**config.mk**
```make
export PLATFORM = sky130hd
export DESIGN_NAME = switch_forwarding
export DESIGN_NICKNAME = d
export VERILOG_FILES = /design/src/hdl/prio_regen.v /design/src/hdl/switch_forwarding.v
export VERILOG_INCLUDE_DIRS = /design/src /design/src/hdl
export SDC_FILE = /design/constraint.sdc
export NUM_CORES = 1
export LEC_CHECK = 0
export ABC_AREA = 1
export BUFFER_PORTS_ARGS = -buffer_cell sky130_fd_sc_hd__buf_2
export CAP_MARGIN = 20
export CORE_ASPECT_RATIO = 0.9
export CORE_UTILIZATION = 56
export CTS_BUF_LIST = sky130_fd_sc_hd__clkbuf_16
export DETAILED_ROUTE_END_ITERATION = 6
export GPL_ROUTABILITY_DRIVEN = 0
export GPL_TIMING_DRIVEN = 1
export PLACE_DENSITY = 0.76
export REMOVE_ABC_BUFFERS = 1
export SLEW_MARGIN = 20
export SYNTH_ARGS = -nofsm -noshare
export SYNTH_HDL_FRONTEND = slang
export SYNTH_SLANG_ARGS = --single-unit
export TNS_END_PERCENT = 20
```
**constraint.sdc**
```tcl
create_clock -name clock_i -period 1.98 [get_ports clock_i]
set_input_delay 0.297 -clock clock_i [delete_from_list [all_inputs] [get_ports clock_i]]
set_output_delay 0.297 -clock clock_i [all_outputs]
set_load 0.01 [all_outputs]
```
**src/hdl/fwd_defs.vh**
```
`ifndef FWD_DEFS_VH
`define FWD_DEFS_VH
// Register offsets (word addresses on the plain register port)
`define REG_CTRL 4'h0
`define REG_PORT_STATE 4'h1
`define REG_PORT_CFG 4'h2
`define REG_MONITOR 4'h3
`define REG_TC_MAP 4'h4
`define REG_REGEN0 4'h5
`define REG_REGEN1 4'h6
`define REG_REGEN2 4'h7
`define REG_DS_WRITE 4'h8
`define REG_STATUS 4'h9
`define REG_COUNT 4'hA
// Control register field positions
`define CTRL_VLAN_EN 0
`define CTRL_MEMBER_CHECK 1
`define CTRL_ACCEPT_NONMEMBER 2
`define CTRL_DISCARD_UNLEARNED_UC 3
`define CTRL_BLOCK_UNLEARNED_MC 4
`define CTRL_DISCARD_YELLOW 5
`define CTRL_DISCARD_RED 6
`define CTRL_IGMP_MON 7
`define CTRL_MLD_MON 8
`define CTRL_DA_PRIO_EN 9
`define CTRL_IP_PREC_EN 10
`define CTRL_DS_EN 11
`define CTRL_VLAN_PRIO_EN 12
// Control register reset value
`define CTRL_RESET 13'h0000
// Spanning tree port state codes
`define STP_FORWARD 2'h0
`define STP_LEARN 2'h1
`define STP_BLOCK 2'h2
`define STP_DISABLED 2'h3
// Reset values
`define PORT_STATE_RESET 6'h00
`define PORT_CFG_RESET 3'h0
`define MONITOR_RESET 3'h1
`define TC_MAP_RESET 16'hFA50
`define REGEN_RESET 24'hFAC688
// Reserved VLAN identifier
`define VID_RESERVED 12'hFFF
// Verdict codes
`define VERDICT_FORWARD 2'h0
`define VERDICT_REDIRECT 2'h1
`define VERDICT_FILTER 2'h2
`define VERDICT_DISCARD 2'h3
`endif

```
**src/hdl/prio_regen.v**
```verilog
`timescale 1ns/1ps
// Per-port priority regeneration lookup, purely combinational
module prio_regen
#(
  parameter PORTS = 3
)
(
  input wire [PORTS*24-1:0] tables_i,
  input wire [1:0] port_i,
  input wire [2:0] tag_prio_i,
  output reg [2:0] regen_prio_o
);
  integer k;
  // Select the ingress port's table, then the entry for the tag priority
  always @*
  begin
    regen_prio_o = 3'h0;
    for (k = 0; k < PORTS; k = k + 1)
    begin
      if (port_i == k[1:0])
      begin
        regen_prio_o = tables_i[k*24 + tag_prio_i*3 +: 3];
      end
    end
  end
endmodule // prio_regen

```
**src/hdl/switch_forwarding.v**
```verilog
// Added by the designer: the address-and-strobe port and the placing of the registers.
`timescale 1ns/1ps
`include "fwd_defs.vh"
// Contract
// - Destination equals source port: filter locally
// - Disabled source filters; learn/block unless override
// - Static plus age entry overrides port state
// - IGMP/MLD multicast redirected to monitor ports
// - Single disabled destination filters; else forwarding-only
// - Single learn/block destination filters unless override
// - Entry filter flag set: filter frame
// - Unlearned unicast/multicast filtered when enabled
// - Broadcast discarded at storm limit
// - Discard selected yellow, every red, when enabled
// - Flooded frames discarded above flood limit
// - Insufficient buffer space discards frame
// - Flooded frame with no forwarding destination filtered
// - Untagged frame filtered when tag required
// - Tagged VID FFF filtered
// - Nonmember ingress port filtered under membership check
// - Destinations limited to VLAN members
// - Flooded frame with empty VLAN domain filtered
// - Priority from five sources via class table
// - Port default priority from default VLAN entry
// - IP precedence from top three TOS bits
// - DS index from top six bits; host fills
// - Tag priority remapped by per-port regeneration table
module switch_forwarding
#(
  parameter PORTS = 3,
  parameter DS_ENTRIES = 64
)
(
  input wire clock_i,
  input wire reset_n_i,
  // Register port
  input wire [3:0] reg_addr_i,
  input wire [31:0] reg_wdata_i,
  input wire reg_write_i,
  input wire reg_read_i,
  output reg [31:0] reg_rdata_o,
  // Frame decision request
  input wire frame_valid_i,
  input wire [1:0] src_port_i,
  input wire is_unicast_i,
  input wire is_multicast_i,
  input wire is_broadcast_i,
  input wire is_igmp_i,
  input wire is_mld_i,
  input wire no_lookup_i,
  input wire lookup_hit_i,
  input wire [PORTS-1:0] lookup_ports_i,
  input wire lookup_static_i,
  input wire lookup_age_i,
  input wire lookup_filter_i,
  input wire lookup_prio_en_i,
  input wire [2:0] lookup_prio_i,
  input wire storm_limit_i,
  input wire color_yellow_i,
  input wire yellow_selected_i,
  input wire color_red_i,
  input wire flood_limit_i,
  input wire buffer_short_i,
  input wire is_tagged_i,
  input wire [11:0] vid_i,
  input wire [2:0] tag_prio_i,
  input wire [PORTS-1:0] vlan_members_i,
  input wire [2:0] default_vid_prio_i,
  input wire is_ipv4_i,
  input wire is_ipv6_i,
  input wire [7:0] tos_i,
  // Decision answer
  output reg verdict_valid_o,
  output reg [1:0] verdict_o,
  output reg [PORTS-1:0] dest_ports_o,
  output reg [1:0] queue_o
);
  reg [12:0] ctrl_ff; // Global control bits
  reg [2*PORTS-1:0] port_state_ff; // Two state bits per port
  reg [PORTS-1:0] port_cfg_ff; // require_vlan_tag per port
  reg [PORTS-1:0] monitor_ff; // IGMP/MLD monitor destinations
  reg [15:0] tc_map_ff; // Two queue bits per priority
  reg [PORTS*24-1:0] regen_ff; // Regeneration tables, three bits per entry
  reg [2:0] ds_mem [0:DS_ENTRIES-1]; // Not reset: host must fill it
  reg [15:0] count_ff; // Decisions made, wraps
  reg [1:0] last_verdict_ff; // Most recent verdict for status read

  // Override only counts when an entry really matched the destination
  wire override = lookup_hit_i & lookup_static_i & lookup_age_i;
  // One-hot mask of the ingress port, removed from every destination set except the monitor set of a redirect
  wire [PORTS-1:0] src_bit = {{(PORTS-1){1'b0}}, 1'b1} << src_port_i;
  wire [1:0] src_state = port_state_ff[src_port_i*2 +: 2];
  wire single_hit;
  wire [PORTS-1:0] fwd_mask;
  wire [2:0] regen_prio;
  reg [1:0] dst_state;
  reg [PORTS-1:0] vlan_mask;
  reg [PORTS-1:0] dests;
  reg [PORTS-1:0] stp_dests; // Destinations left after port states only
  reg [1:0] verdict;
  reg [2:0] prio;
  reg member_src;
  integer i;
  genvar g;

  // Single destination when exactly one bit of the lookup port map is set
  assign single_hit = lookup_hit_i && (lookup_ports_i != {PORTS{1'b0}}) &&
    ((lookup_ports_i & (lookup_ports_i - 1'b1)) == {PORTS{1'b0}});

  // Ports in forwarding state, or any non-disabled port when overridden
  generate
    for (g = 0; g < PORTS; g = g + 1)
    begin : g_fwd
      assign fwd_mask[g] = (port_state_ff[g*2 +: 2] == `STP_FORWARD) ||
        (override && port_state_ff[g*2 +: 2] != `STP_DISABLED);
    end
  endgenerate

  // Regeneration table lookup for the ingress port
  prio_regen #(.PORTS(PORTS)) u_regen (
    .tables_i(regen_ff),
    .port_i(src_port_i),
    .tag_prio_i(tag_prio_i),
    .regen_prio_o(regen_prio)
  );

  // Forwarding decision; the first matching condition sets the verdict
  always @*
  begin
    dst_state = `STP_FORWARD;
    member_src = 1'b0;
    for (i = 0; i < PORTS; i = i + 1)
    begin
      if (lookup_ports_i[i])
      begin
        dst_state = port_state_ff[i*2 +: 2];
      end
      if (src_port_i == i[1:0])
      begin
        member_src = vlan_members_i[i];
      end
    end
    // Foreign VLAN arrives as empty membership, so containment covers it
    vlan_mask = (ctrl_ff[`CTRL_VLAN_EN] && ctrl_ff[`CTRL_MEMBER_CHECK]) ?
      vlan_members_i : {PORTS{1'b1}};
    // Never hand a frame back to its own ingress port, except a redirect to monitor_ff
    dests = (lookup_hit_i ? lookup_ports_i : {PORTS{1'b1}}) & ~src_bit;
    // Kept apart so an empty port-state result and an empty VLAN result differ
    stp_dests = dests & fwd_mask;
    if (!single_hit)
    begin
      dests = stp_dests & vlan_mask;
      if (ctrl_ff[`CTRL_VLAN_EN])
      begin
        dests = dests & vlan_members_i;
      end
    end
    verdict = `VERDICT_FORWARD;
    if (single_hit && lookup_ports_i[src_port_i])
    begin
      verdict = `VERDICT_FILTER;
    end
    else if (src_state == `STP_DISABLED)
    begin
      verdict = `VERDICT_FILTER;
    end
    else if (src_state != `STP_FORWARD && !override)
    begin
      verdict = `VERDICT_FILTER;
    end
    else if (is_multicast_i && !no_lookup_i &&
      ((is_igmp_i && ctrl_ff[`CTRL_IGMP_MON]) || (is_mld_i && ctrl_ff[`CTRL_MLD_MON])))
    begin
      verdict = `VERDICT_REDIRECT;
      dests = monitor_ff;
    end
    else if (single_hit && dst_state == `STP_DISABLED)
    begin
      verdict = `VERDICT_FILTER;
    end
    else if (single_hit && dst_state != `STP_FORWARD && !override)
    begin
      verdict = `VERDICT_FILTER;
    end
    else if (lookup_hit_i && lookup_filter_i)
    begin
      verdict = `VERDICT_FILTER;
    end
    else if (!lookup_hit_i && ((is_unicast_i && ctrl_ff[`CTRL_DISCARD_UNLEARNED_UC]) ||
      (is_multicast_i && ctrl_ff[`CTRL_BLOCK_UNLEARNED_MC])))
    begin
      verdict = `VERDICT_FILTER;
    end
    else if (is_broadcast_i && storm_limit_i)
    begin
      verdict = `VERDICT_DISCARD;
    end
    else if ((ctrl_ff[`CTRL_DISCARD_YELLOW] && color_yellow_i && yellow_selected_i) ||
      (ctrl_ff[`CTRL_DISCARD_RED] && color_red_i))
    begin
      verdict = `VERDICT_DISCARD;
    end
    else if (!lookup_hit_i && flood_limit_i)
    begin
      verdict = `VERDICT_DISCARD;
    end
    else if (buffer_short_i)
    begin
      verdict = `VERDICT_DISCARD;
    end
    else if (!single_hit && stp_dests == {PORTS{1'b0}})
    begin
      verdict = `VERDICT_FILTER;
    end
    else if (ctrl_ff[`CTRL_VLAN_EN] && !is_tagged_i && port_cfg_ff[src_port_i])
    begin
      verdict = `VERDICT_FILTER;
    end
    else if (ctrl_ff[`CTRL_VLAN_EN] && is_tagged_i && vid_i == `VID_RESERVED)
    begin
      verdict = `VERDICT_FILTER;
    end
    else if (ctrl_ff[`CTRL_VLAN_EN] && ctrl_ff[`CTRL_MEMBER_CHECK] &&
      !ctrl_ff[`CTRL_ACCEPT_NONMEMBER] && !member_src)
    begin
      verdict = `VERDICT_FILTER;
    end
    else if (single_hit && (lookup_ports_i & vlan_mask) == {PORTS{1'b0}})
    begin
      verdict = `VERDICT_FILTER;
    end
    else if (!single_hit && dests == {PORTS{1'b0}})
    begin
      verdict = `VERDICT_FILTER;
    end
    if (verdict == `VERDICT_FILTER || verdict == `VERDICT_DISCARD)
    begin
      dests = {PORTS{1'b0}};
    end
  end

  // Priority source selection; lookup value first, port default last
  always @*
  begin
    prio = default_vid_prio_i;
    if (ctrl_ff[`CTRL_DA_PRIO_EN] && lookup_hit_i && lookup_prio_en_i)
    begin
      prio = lookup_prio_i;
    end
    else if (ctrl_ff[`CTRL_DS_EN] && (is_ipv4_i || is_ipv6_i))
    begin
      prio = ds_mem[tos_i[7:2]];
    end
    else if (ctrl_ff[`CTRL_IP_PREC_EN] && is_ipv4_i)
    begin
      prio = tos_i[7:5];
    end
    else if (ctrl_ff[`CTRL_VLAN_PRIO_EN] && is_tagged_i)
    begin
      prio = regen_prio;
    end
  end

  // Verdict register: one answer per request, the cycle after it
  always @(posedge clock_i)
  begin
    if (!reset_n_i)
    begin
      verdict_valid_o <= 1'b0;
      verdict_o <= `VERDICT_FORWARD;
      dest_ports_o <= {PORTS{1'b0}};
      queue_o <= 2'h0;
      count_ff <= 16'h0000;
      last_verdict_ff <= `VERDICT_FORWARD;
    end
    else
    begin
      verdict_valid_o <= frame_valid_i;
      if (frame_valid_i)
      begin
        verdict_o <= verdict;
        dest_ports_o <= dests;
        queue_o <= tc_map_ff[prio*2 +: 2];
        count_ff <= count_ff + 16'h0001;
        last_verdict_ff <= verdict;
      end
    end
  end

  // Register writes; the diffserv table has no reset by design
  always @(posedge clock_i)
  begin
    if (!reset_n_i)
    begin
      ctrl_ff <= `CTRL_RESET;
      port_state_ff <= `PORT_STATE_RESET;
      port_cfg_ff <= `PORT_CFG_RESET;
      monitor_ff <= `MONITOR_RESET;
      tc_map_ff <= `TC_MAP_RESET;
      regen_ff <= {`REGEN_RESET, `REGEN_RESET, `REGEN_RESET};
    end
    else if (reg_write_i)
    begin
      case (reg_addr_i)
        `REG_CTRL: ctrl_ff <= reg_wdata_i[12:0];
        `REG_PORT_STATE: port_state_ff <= reg_wdata_i[2*PORTS-1:0];
        `REG_PORT_CFG: port_cfg_ff <= reg_wdata_i[PORTS-1:0];
        `REG_MONITOR: monitor_ff <= reg_wdata_i[PORTS-1:0];
        `REG_TC_MAP: tc_map_ff <= reg_wdata_i[15:0];
        `REG_REGEN0: regen_ff[23:0] <= reg_wdata_i[23:0];
        `REG_REGEN1: regen_ff[47:24] <= reg_wdata_i[23:0];
        `REG_REGEN2: regen_ff[71:48] <= reg_wdata_i[23:0];
        default: ctrl_ff <= ctrl_ff; // Unmapped write ignored
      endcase
    end
  end

  // Diffserv entry write: index in bits 13:8, priority in bits 2:0
  always @(posedge clock_i)
  begin
    if (reg_write_i && reg_addr_i == `REG_DS_WRITE)
    begin
      ds_mem[reg_wdata_i[13:8]] <= reg_wdata_i[2:0];
    end
  end

  // Read data stands in the cycle after the strobe, zero otherwise
  always @(posedge clock_i)
  begin
    if (!reset_n_i)
    begin
      reg_rdata_o <= 32'h00000000;
    end
    else
    begin
      reg_rdata_o <= 32'h00000000;
      if (reg_read_i)
      begin
        case (reg_addr_i)
          `REG_CTRL: reg_rdata_o <= {19'h0, ctrl_ff};
          `REG_PORT_STATE: reg_rdata_o <= {26'h0, port_state_ff};
          `REG_PORT_CFG: reg_rdata_o <= {29'h0, port_cfg_ff};
          `REG_MONITOR: reg_rdata_o <= {29'h0, monitor_ff};
          `REG_TC_MAP: reg_rdata_o <= {16'h0000, tc_map_ff};
          `REG_REGEN0: reg_rdata_o <= {8'h00, regen_ff[23:0]};
          `REG_REGEN1: reg_rdata_o <= {8'h00, regen_ff[47:24]};
          `REG_REGEN2: reg_rdata_o <= {8'h00, regen_ff[71:48]};
          `REG_STATUS: reg_rdata_o <= {30'h0, last_verdict_ff};
          `REG_COUNT: reg_rdata_o <= {16'h0000, count_ff};
          default: reg_rdata_o <= 32'h00000000; // Unmapped reads zero
        endcase
      end
    end
  end
endmodule // switch_forwarding

```
After elaboration in Yosys (flattened, before gate mapping):

Memory sizes are Yosys's and may differ from the RTL's.
Cells that the tools add are included.

* bits in registers: 169
* bits in writable memories: 192
* input bits: 98
* output and inout port bits: 40
* logic and storage cells: 178
* memories: 1

Memories
* ds_mem: depth 64, bits a word 3, rd ports 1, clocked after Yosys merged registers in 0, wr ports 1, RTL line switch_forwarding.v:84 `reg [2:0] ds_mem [0:DS_ENTRIES-1];`

* $add $sub $neg: 4
* $mul: 1
* order comparisons: 1
* equality and inequality tests: 20
* shift-type cells: 6
* multiplexer cells: 47
* bitwise logic cells: 9
* reduce and logical (&&, ||, !) cells: 75

Operator list (count)
* one-hot mux 24 bit (10 select lines): 1
* indexed part select 72 x 33 -> 3 bit: 2
* indexed part select 72 x 6 -> 3 bit: 1
* 2-to-1 mux 3 bit: 16
* 2-to-1 mux 2 bit: 21
* logical AND 1 bit: 39
* bitwise AND 3 bit: 6
* AND reduction 2 bit: 9
* adder 16 x 1 -> 16 bit, second input constant: 1
* equality test 4 x 3 -> 1 bit, second input constant: 4
* indexed part select 16 x 5 -> 2 bit: 1
* equality test 12 bit, second input constant: 1
* equality test 4 bit, second input constant: 3
* logical NOT 3 bit: 4
* equality test 2 bit, second input constant: 5
* equality test 4 x 2 -> 1 bit, second input constant: 2
* logical NOT 2 bit: 4
* logical OR 1 bit: 8
* adder 6 x 5 -> 7 bit, first input constant: 1
* logical NOT 1 bit: 7
* 2-to-1 mux 1 bit: 7
* adder 5 x 5 -> 6 bit, first input constant: 1
* != test 2 bit, second input constant: 3
* indexed part select 6 x 4 -> 2 bit: 1
* 12 further kinds: 15

Longest topological paths before layout:

* word-level depth: 32
* depth in mapped cells: 18
* depth with buffers taken out: 17

Cells and area by module:

From an unflattened synthesis, not the netlist that was laid out.

* cells, all modules: 1911
* area, all modules: 16115.5 um^2

Modules (own cells, without submodules)
* switch_forwarding: times used 1, cells each 1700, area an instance 15220.8 um^2, sequential area each 8988.6 um^2
* prio_regen: times used 1, cells each 211, area an instance 894.6 um^2, sequential area each 0.0 um^2

Worst setup path after synthesis:

Ideal clock, no wire load.

* kind: input -> register
* from: input tos_i[4]
* to: register queue_o[0]
* data arrival time: 1606 ps
* data required time: 1867 ps
* path slack: 261 ps
* cell stages on the path: 16
* buffers on the path: 2
* path through: buf_2 > inv_1 > buf_2 > nand3_1 > nand2_1 > nand2_1 > nand3_1 > nand3_1 > nand3_2 > nand2_4 > nand2_4 > nand2_1 > nand3_1 > nand3_1 > nand3_1 > nand2_1

* longest elaborated chain between the ends: 4

Ends and longest elaborated chain
* start, declared: RTL line switch_forwarding.v:71 `input wire [7:0] tos_i,`
* memory read (64 x 3 bit)
* 2-to-1 mux 3 bit: RTL line switch_forwarding.v:250 `` else if (ctrl_ff[`CTRL_DS_EN] && (is_ipv4_i || is_ipv6_i)) ``
* 2-to-1 mux 3 bit: RTL line switch_forwarding.v:246 `` if (ctrl_ff[`CTRL_DA_PRIO_EN] && lookup_hit_i && lookup_prio_en_i) ``
* indexed part select 16 x 5 -> 2 bit: RTL line switch_forwarding.v:283 `queue_o <= tc_map_ff[prio*2 +: 2];`
* end signal, assigned: RTL line switch_forwarding.v:283
* end, declared: RTL line switch_forwarding.v:76 `output reg [1:0] queue_o`

Every way passes these cells.
A chain may end at the register's enable or synchronous reset.

Worst setup path in the final report:

* from: register count_ff[1]
* to: register count_ff[15]

* longest elaborated chain between the ends: 1

Ends and longest elaborated chain
* start, declared: RTL line switch_forwarding.v:85 `reg [15:0] count_ff;`
* start signal, assigned: RTL line switch_forwarding.v:284 `count_ff <= count_ff + 16'h0001;`
* adder 16 x 1 -> 16 bit: RTL line switch_forwarding.v:284

Every way passes these cells.

==> metrics.log <==
[metrics] FILL cells: 2253
[metrics] number of endpoints failing setup at the final stage: 0
[metrics] drt via density: 5.98
[metrics] f_max: 506 MHz
[metrics] crit path DAT: 2380 ps
[metrics] total routing usage reported by global routing: 32.2%
[metrics] count of endpoints failing hold in the final timing report: 0
[metrics] antenna-violating nets left: 0
[metrics] top cell types by occurrence after synthesis: 445 x nand2_1, 294 x nand3_1, 192 x edfxtp_1, 167 x inv_1, 161 x dfxtp_1
[metrics] Area after DPL: 17500 sq um
[metrics] worst clock skew: 16.9 ps
[metrics] clock period minus worst slack: 1970 ps
[metrics] relative slew slack: 39.1%
[metrics] fraction of final layout cells sized beyond drive strength 1: 15.6%
[metrics] Hold WS: 9.34 ps
[metrics] most frequent cell after synthesis: nand2_1
[metrics] Root Buffer Master: clkbuf_16
[metrics] Total Power Consumption: 15.7 mW
[metrics] area inside the core boundary: 28000 sq um
[metrics] setup repair after global routing missed its margin: yes
[metrics] detailed placement HPWL: 32600 um
[metrics] outcome: complete, no violations
[metrics] startpoint type of the worst setup path: register
[metrics] crit share post-route: 99.7%
[metrics] initial detailed-routing violation count: 2063
[metrics] Multi-input gate area: 5880 sq um
[metrics] clock slew at the register clock pins of the worst setup and hold paths: 60 ps
[metrics] Yosys warning count: 0
[metrics] standard-cell row count: 58
[metrics] Hold Path Depth: 3
[metrics] proportion of synthesized chip area in sequential cells: 56.2%
[metrics] IO Pins: 138
[metrics] number of antenna violations at the first check in global routing: 4
[metrics] Crit path top cell by count: nor2_4
[metrics] Pins Over Slew Limit: 0
[metrics] routed wire length: 47600 um
[metrics] Congestion Overflow GR: 0
[metrics] cell type contributing the most total cell area after synthesis: edfxtp_1
[metrics] pin count of the biggest net entering global routing: 61
[metrics] class of the most critical hold timing path: input port to register
[metrics] EDFF count, synth: 192
[metrics] critical path cell sequence: nand3_4 -> nor2_4 -> nand2_2 -> nor2_4 -> nand2_2 -> nor2_4 -> nand3_4 -> nor3_4 -> nand2_1 -> nor2_2 -> nand2_1 -> nor3_2 -> nor3_2
[metrics] number of storage elements in the synthesis netlist: 353
[metrics] Starting Density: 57.1%
[metrics] fraction of post-synthesis cell area in the top cell type by area: 36.0%
[metrics] pin slew with the least headroom to its limit: 913 ps
[metrics] average detailed-routed wire length per instance: 19.6 um
[metrics] Die Span X: 180 um
[metrics] TritonCTS sink count: 353
[metrics] DRT Pass-1 Iters: 6
[metrics] CTS H-tree depth: 2
[metrics] depth of the most critical reg-to-reg path: 13
[metrics] power density over cell area: 839 nW/um^2
[metrics] utilization of the core after routing: 66.9%
[metrics] top cells by area in the synthesized netlist: edfxtp_1 36%, dfxtp_1 20%, nand2_1 10%, nand3_1 9.2%, inv_1 3.9%
[metrics] critical path endpoint category: register
[metrics] number of standard cells after synthesis: 1866
[metrics] fraction of synthesis flops using an asynchronous set or reset pin: 0%
[metrics] Crit-path slowest cell: dfxtp_2
[metrics] sum of negative setup slack: 0 ps
[metrics] total standard cell area after synthesis: 16000 sq um
[metrics] quantity of I/O buffers inserted on ports: 119
[metrics] path length in cells of the critical path: 13
[metrics] max-cap check violation count: 0
[metrics] latest clock arrival within the worst-skew pair: 530 ps
[metrics] Pleak: 7.64 nW
[metrics] dominant register cell in the synthesized netlist: edfxtp_1
[metrics] vias after detailed routing: 14.5k
[metrics] total non-filler cell area in the finished layout: 18700 sq um
[metrics] Sequential Area: 8990 sq um
[metrics] maximum root-to-sink buffer count: 3
[metrics] buffers plus inverters on the worst setup path: 0
[metrics] largest fanout of any net on the critical path: 2
[metrics] global-route wire length before repair: 73100 um
[metrics] CTS hold repair buffers: 0
[metrics] cts bufs inserted: 37
[metrics] CTS tree: done
[metrics] Worst IR Drop VDD: 0.617 mV
[metrics] worst setup path category: register to register
[metrics] Max stage delay on crit path: 350 ps
[metrics] critical path required time: 2390 ps
[metrics] Area Overhead vs Synth: 17.0%
[metrics] synthesized area per cell: 8.58 sq um
[metrics] via count of the first global-routing pass: 13.4k
[metrics] Post-layout nets: 2141
[metrics] post-synthesis cell type count: 43
[metrics] area enclosed by the die boundary: 29300 sq um
[metrics] die outline height: 162 um
[metrics] kind of cell with the highest combined delay on the critical path: simple AND/OR/NAND/NOR gates
[metrics] number of design rule violations left after detail routing: 0
==> final timing paths <==
path | startpoint | to | slack, ps
setup / recovery | count_ff[1] | count_ff[15] | 6
hold reg to reg | dest_ports_o[1] | dest_ports_o[1] | 470
setup reg to reg | count_ff[1] | count_ff[15] | 6
hold / removal | reg_wdata_i[19] | regen_ff[43] | 9
==> report_power, final <==
| group | switching, mW | leakage, nW | internal (mW) |
|---|---|---|---|
| sequential | 0.0465 | 3.03 | 7.79 |
| clock | 2.80 | 0.582 | 3.69 |
| combinational | 0.921 | 4.03 | 0.473 |
==> layer usage <==
layer  vias up  global-route usage (%)  share of wire [%]
met2       984                    48.0                 44
met3       126                    6.22                 12
met5         -                       0                  0
li1       6695                       -                  -
met1      6737                    46.2                 41
met4         0                    13.3                3.4
==> flip-flops by register name (all words and copies together) (netlist names) <==
name             count
port_cfg_ff          3
reg_rdata_o         24
tc_map_ff           16
last_verdict_ff      2
queue_o              2
monitor_ff           3
ctrl_ff             13
count_ff            16
regen_ff            72
verdict_valid_o      1
port_state_ff        6
dest_ports_o         3
ds_mem             192
==> through the flow <==
| step | cells | worst slack (ps) |
|---|---|---|
| 2_1_floorplan | 1775 | -845 |
| 3_3_place_gp | 2363 | -222 |
| 5_1_grt | 2432 | -118 |
| 4_1_cts | 2429 | 18.4 |
| 3_5_place_dp | 2363 | -266 |
| 6_report | 2432 | 5.59 |
==> cells in the final DEF (no fill, tap or decap), types with 16 or more instances in the layout <==
master | synthesis | final
inv_1 | 167 | 173
o211ai_1 | 26 | 26
a21oi_1 | 105 | 105
dfxtp_1 | 161 | 157
clkbuf_16 | 0 | 39
nor2_1 | 143 | 141
o22ai_1 | 34 | 34
nand2_1 | 445 | 442
buf_12 | 0 | 16
buf_4 | 17 | 93
buf_2 | 26 | 119
nand3_1 | 294 | 291
edfxtp_1 | 192 | 192
o21ai_0 | 114 | 114
==> timing repair <==
item	4_1_cts	5_1_grt
resized for setup	2	21
setup endpoints to repair	1	9
setup buffers	0	0
pin swaps	0	6
==> worst reg2reg max path, delay by kind of cell (launching register included) <==
kind | cells | cell delay [ps]
flip-flops | 1 | 350
AND/OR/NAND/NOR | 13 | 1490
==> cells by family (layout without fill, tap and decap cells) <==
group / count (synthesis) / count (layout) / synth area share [%]
other: 1 / 11 / 0.0234
adder cells (fa/ha/maj): 1 / 1 / 0.0781
AND/OR/NAND/NOR: 914 / 914 / 24.4
AO/OA/AOI/OAI: 324 / 324 / 11.5
flip-flops: 353 / 353 / 56.2
buffers and inverters: 273 / 469 / 7.81
==> cell type report <==
| cell class | count | area share [%] |
|---|---|---|
| antenna | 3 | 0.0401 |
| multi-input combinational | 1247 | 31.4 |
| clock inverter | 27 | 0.802 |
| sequential | 353 | 48.0 |
| tap | 360 | 2.40 |
| clock buffer | 39 | 5.21 |
| inverter | 175 | 3.53 |
| timing repair buffer | 228 | 8.62 |
(Power assumes the default switching activity.)
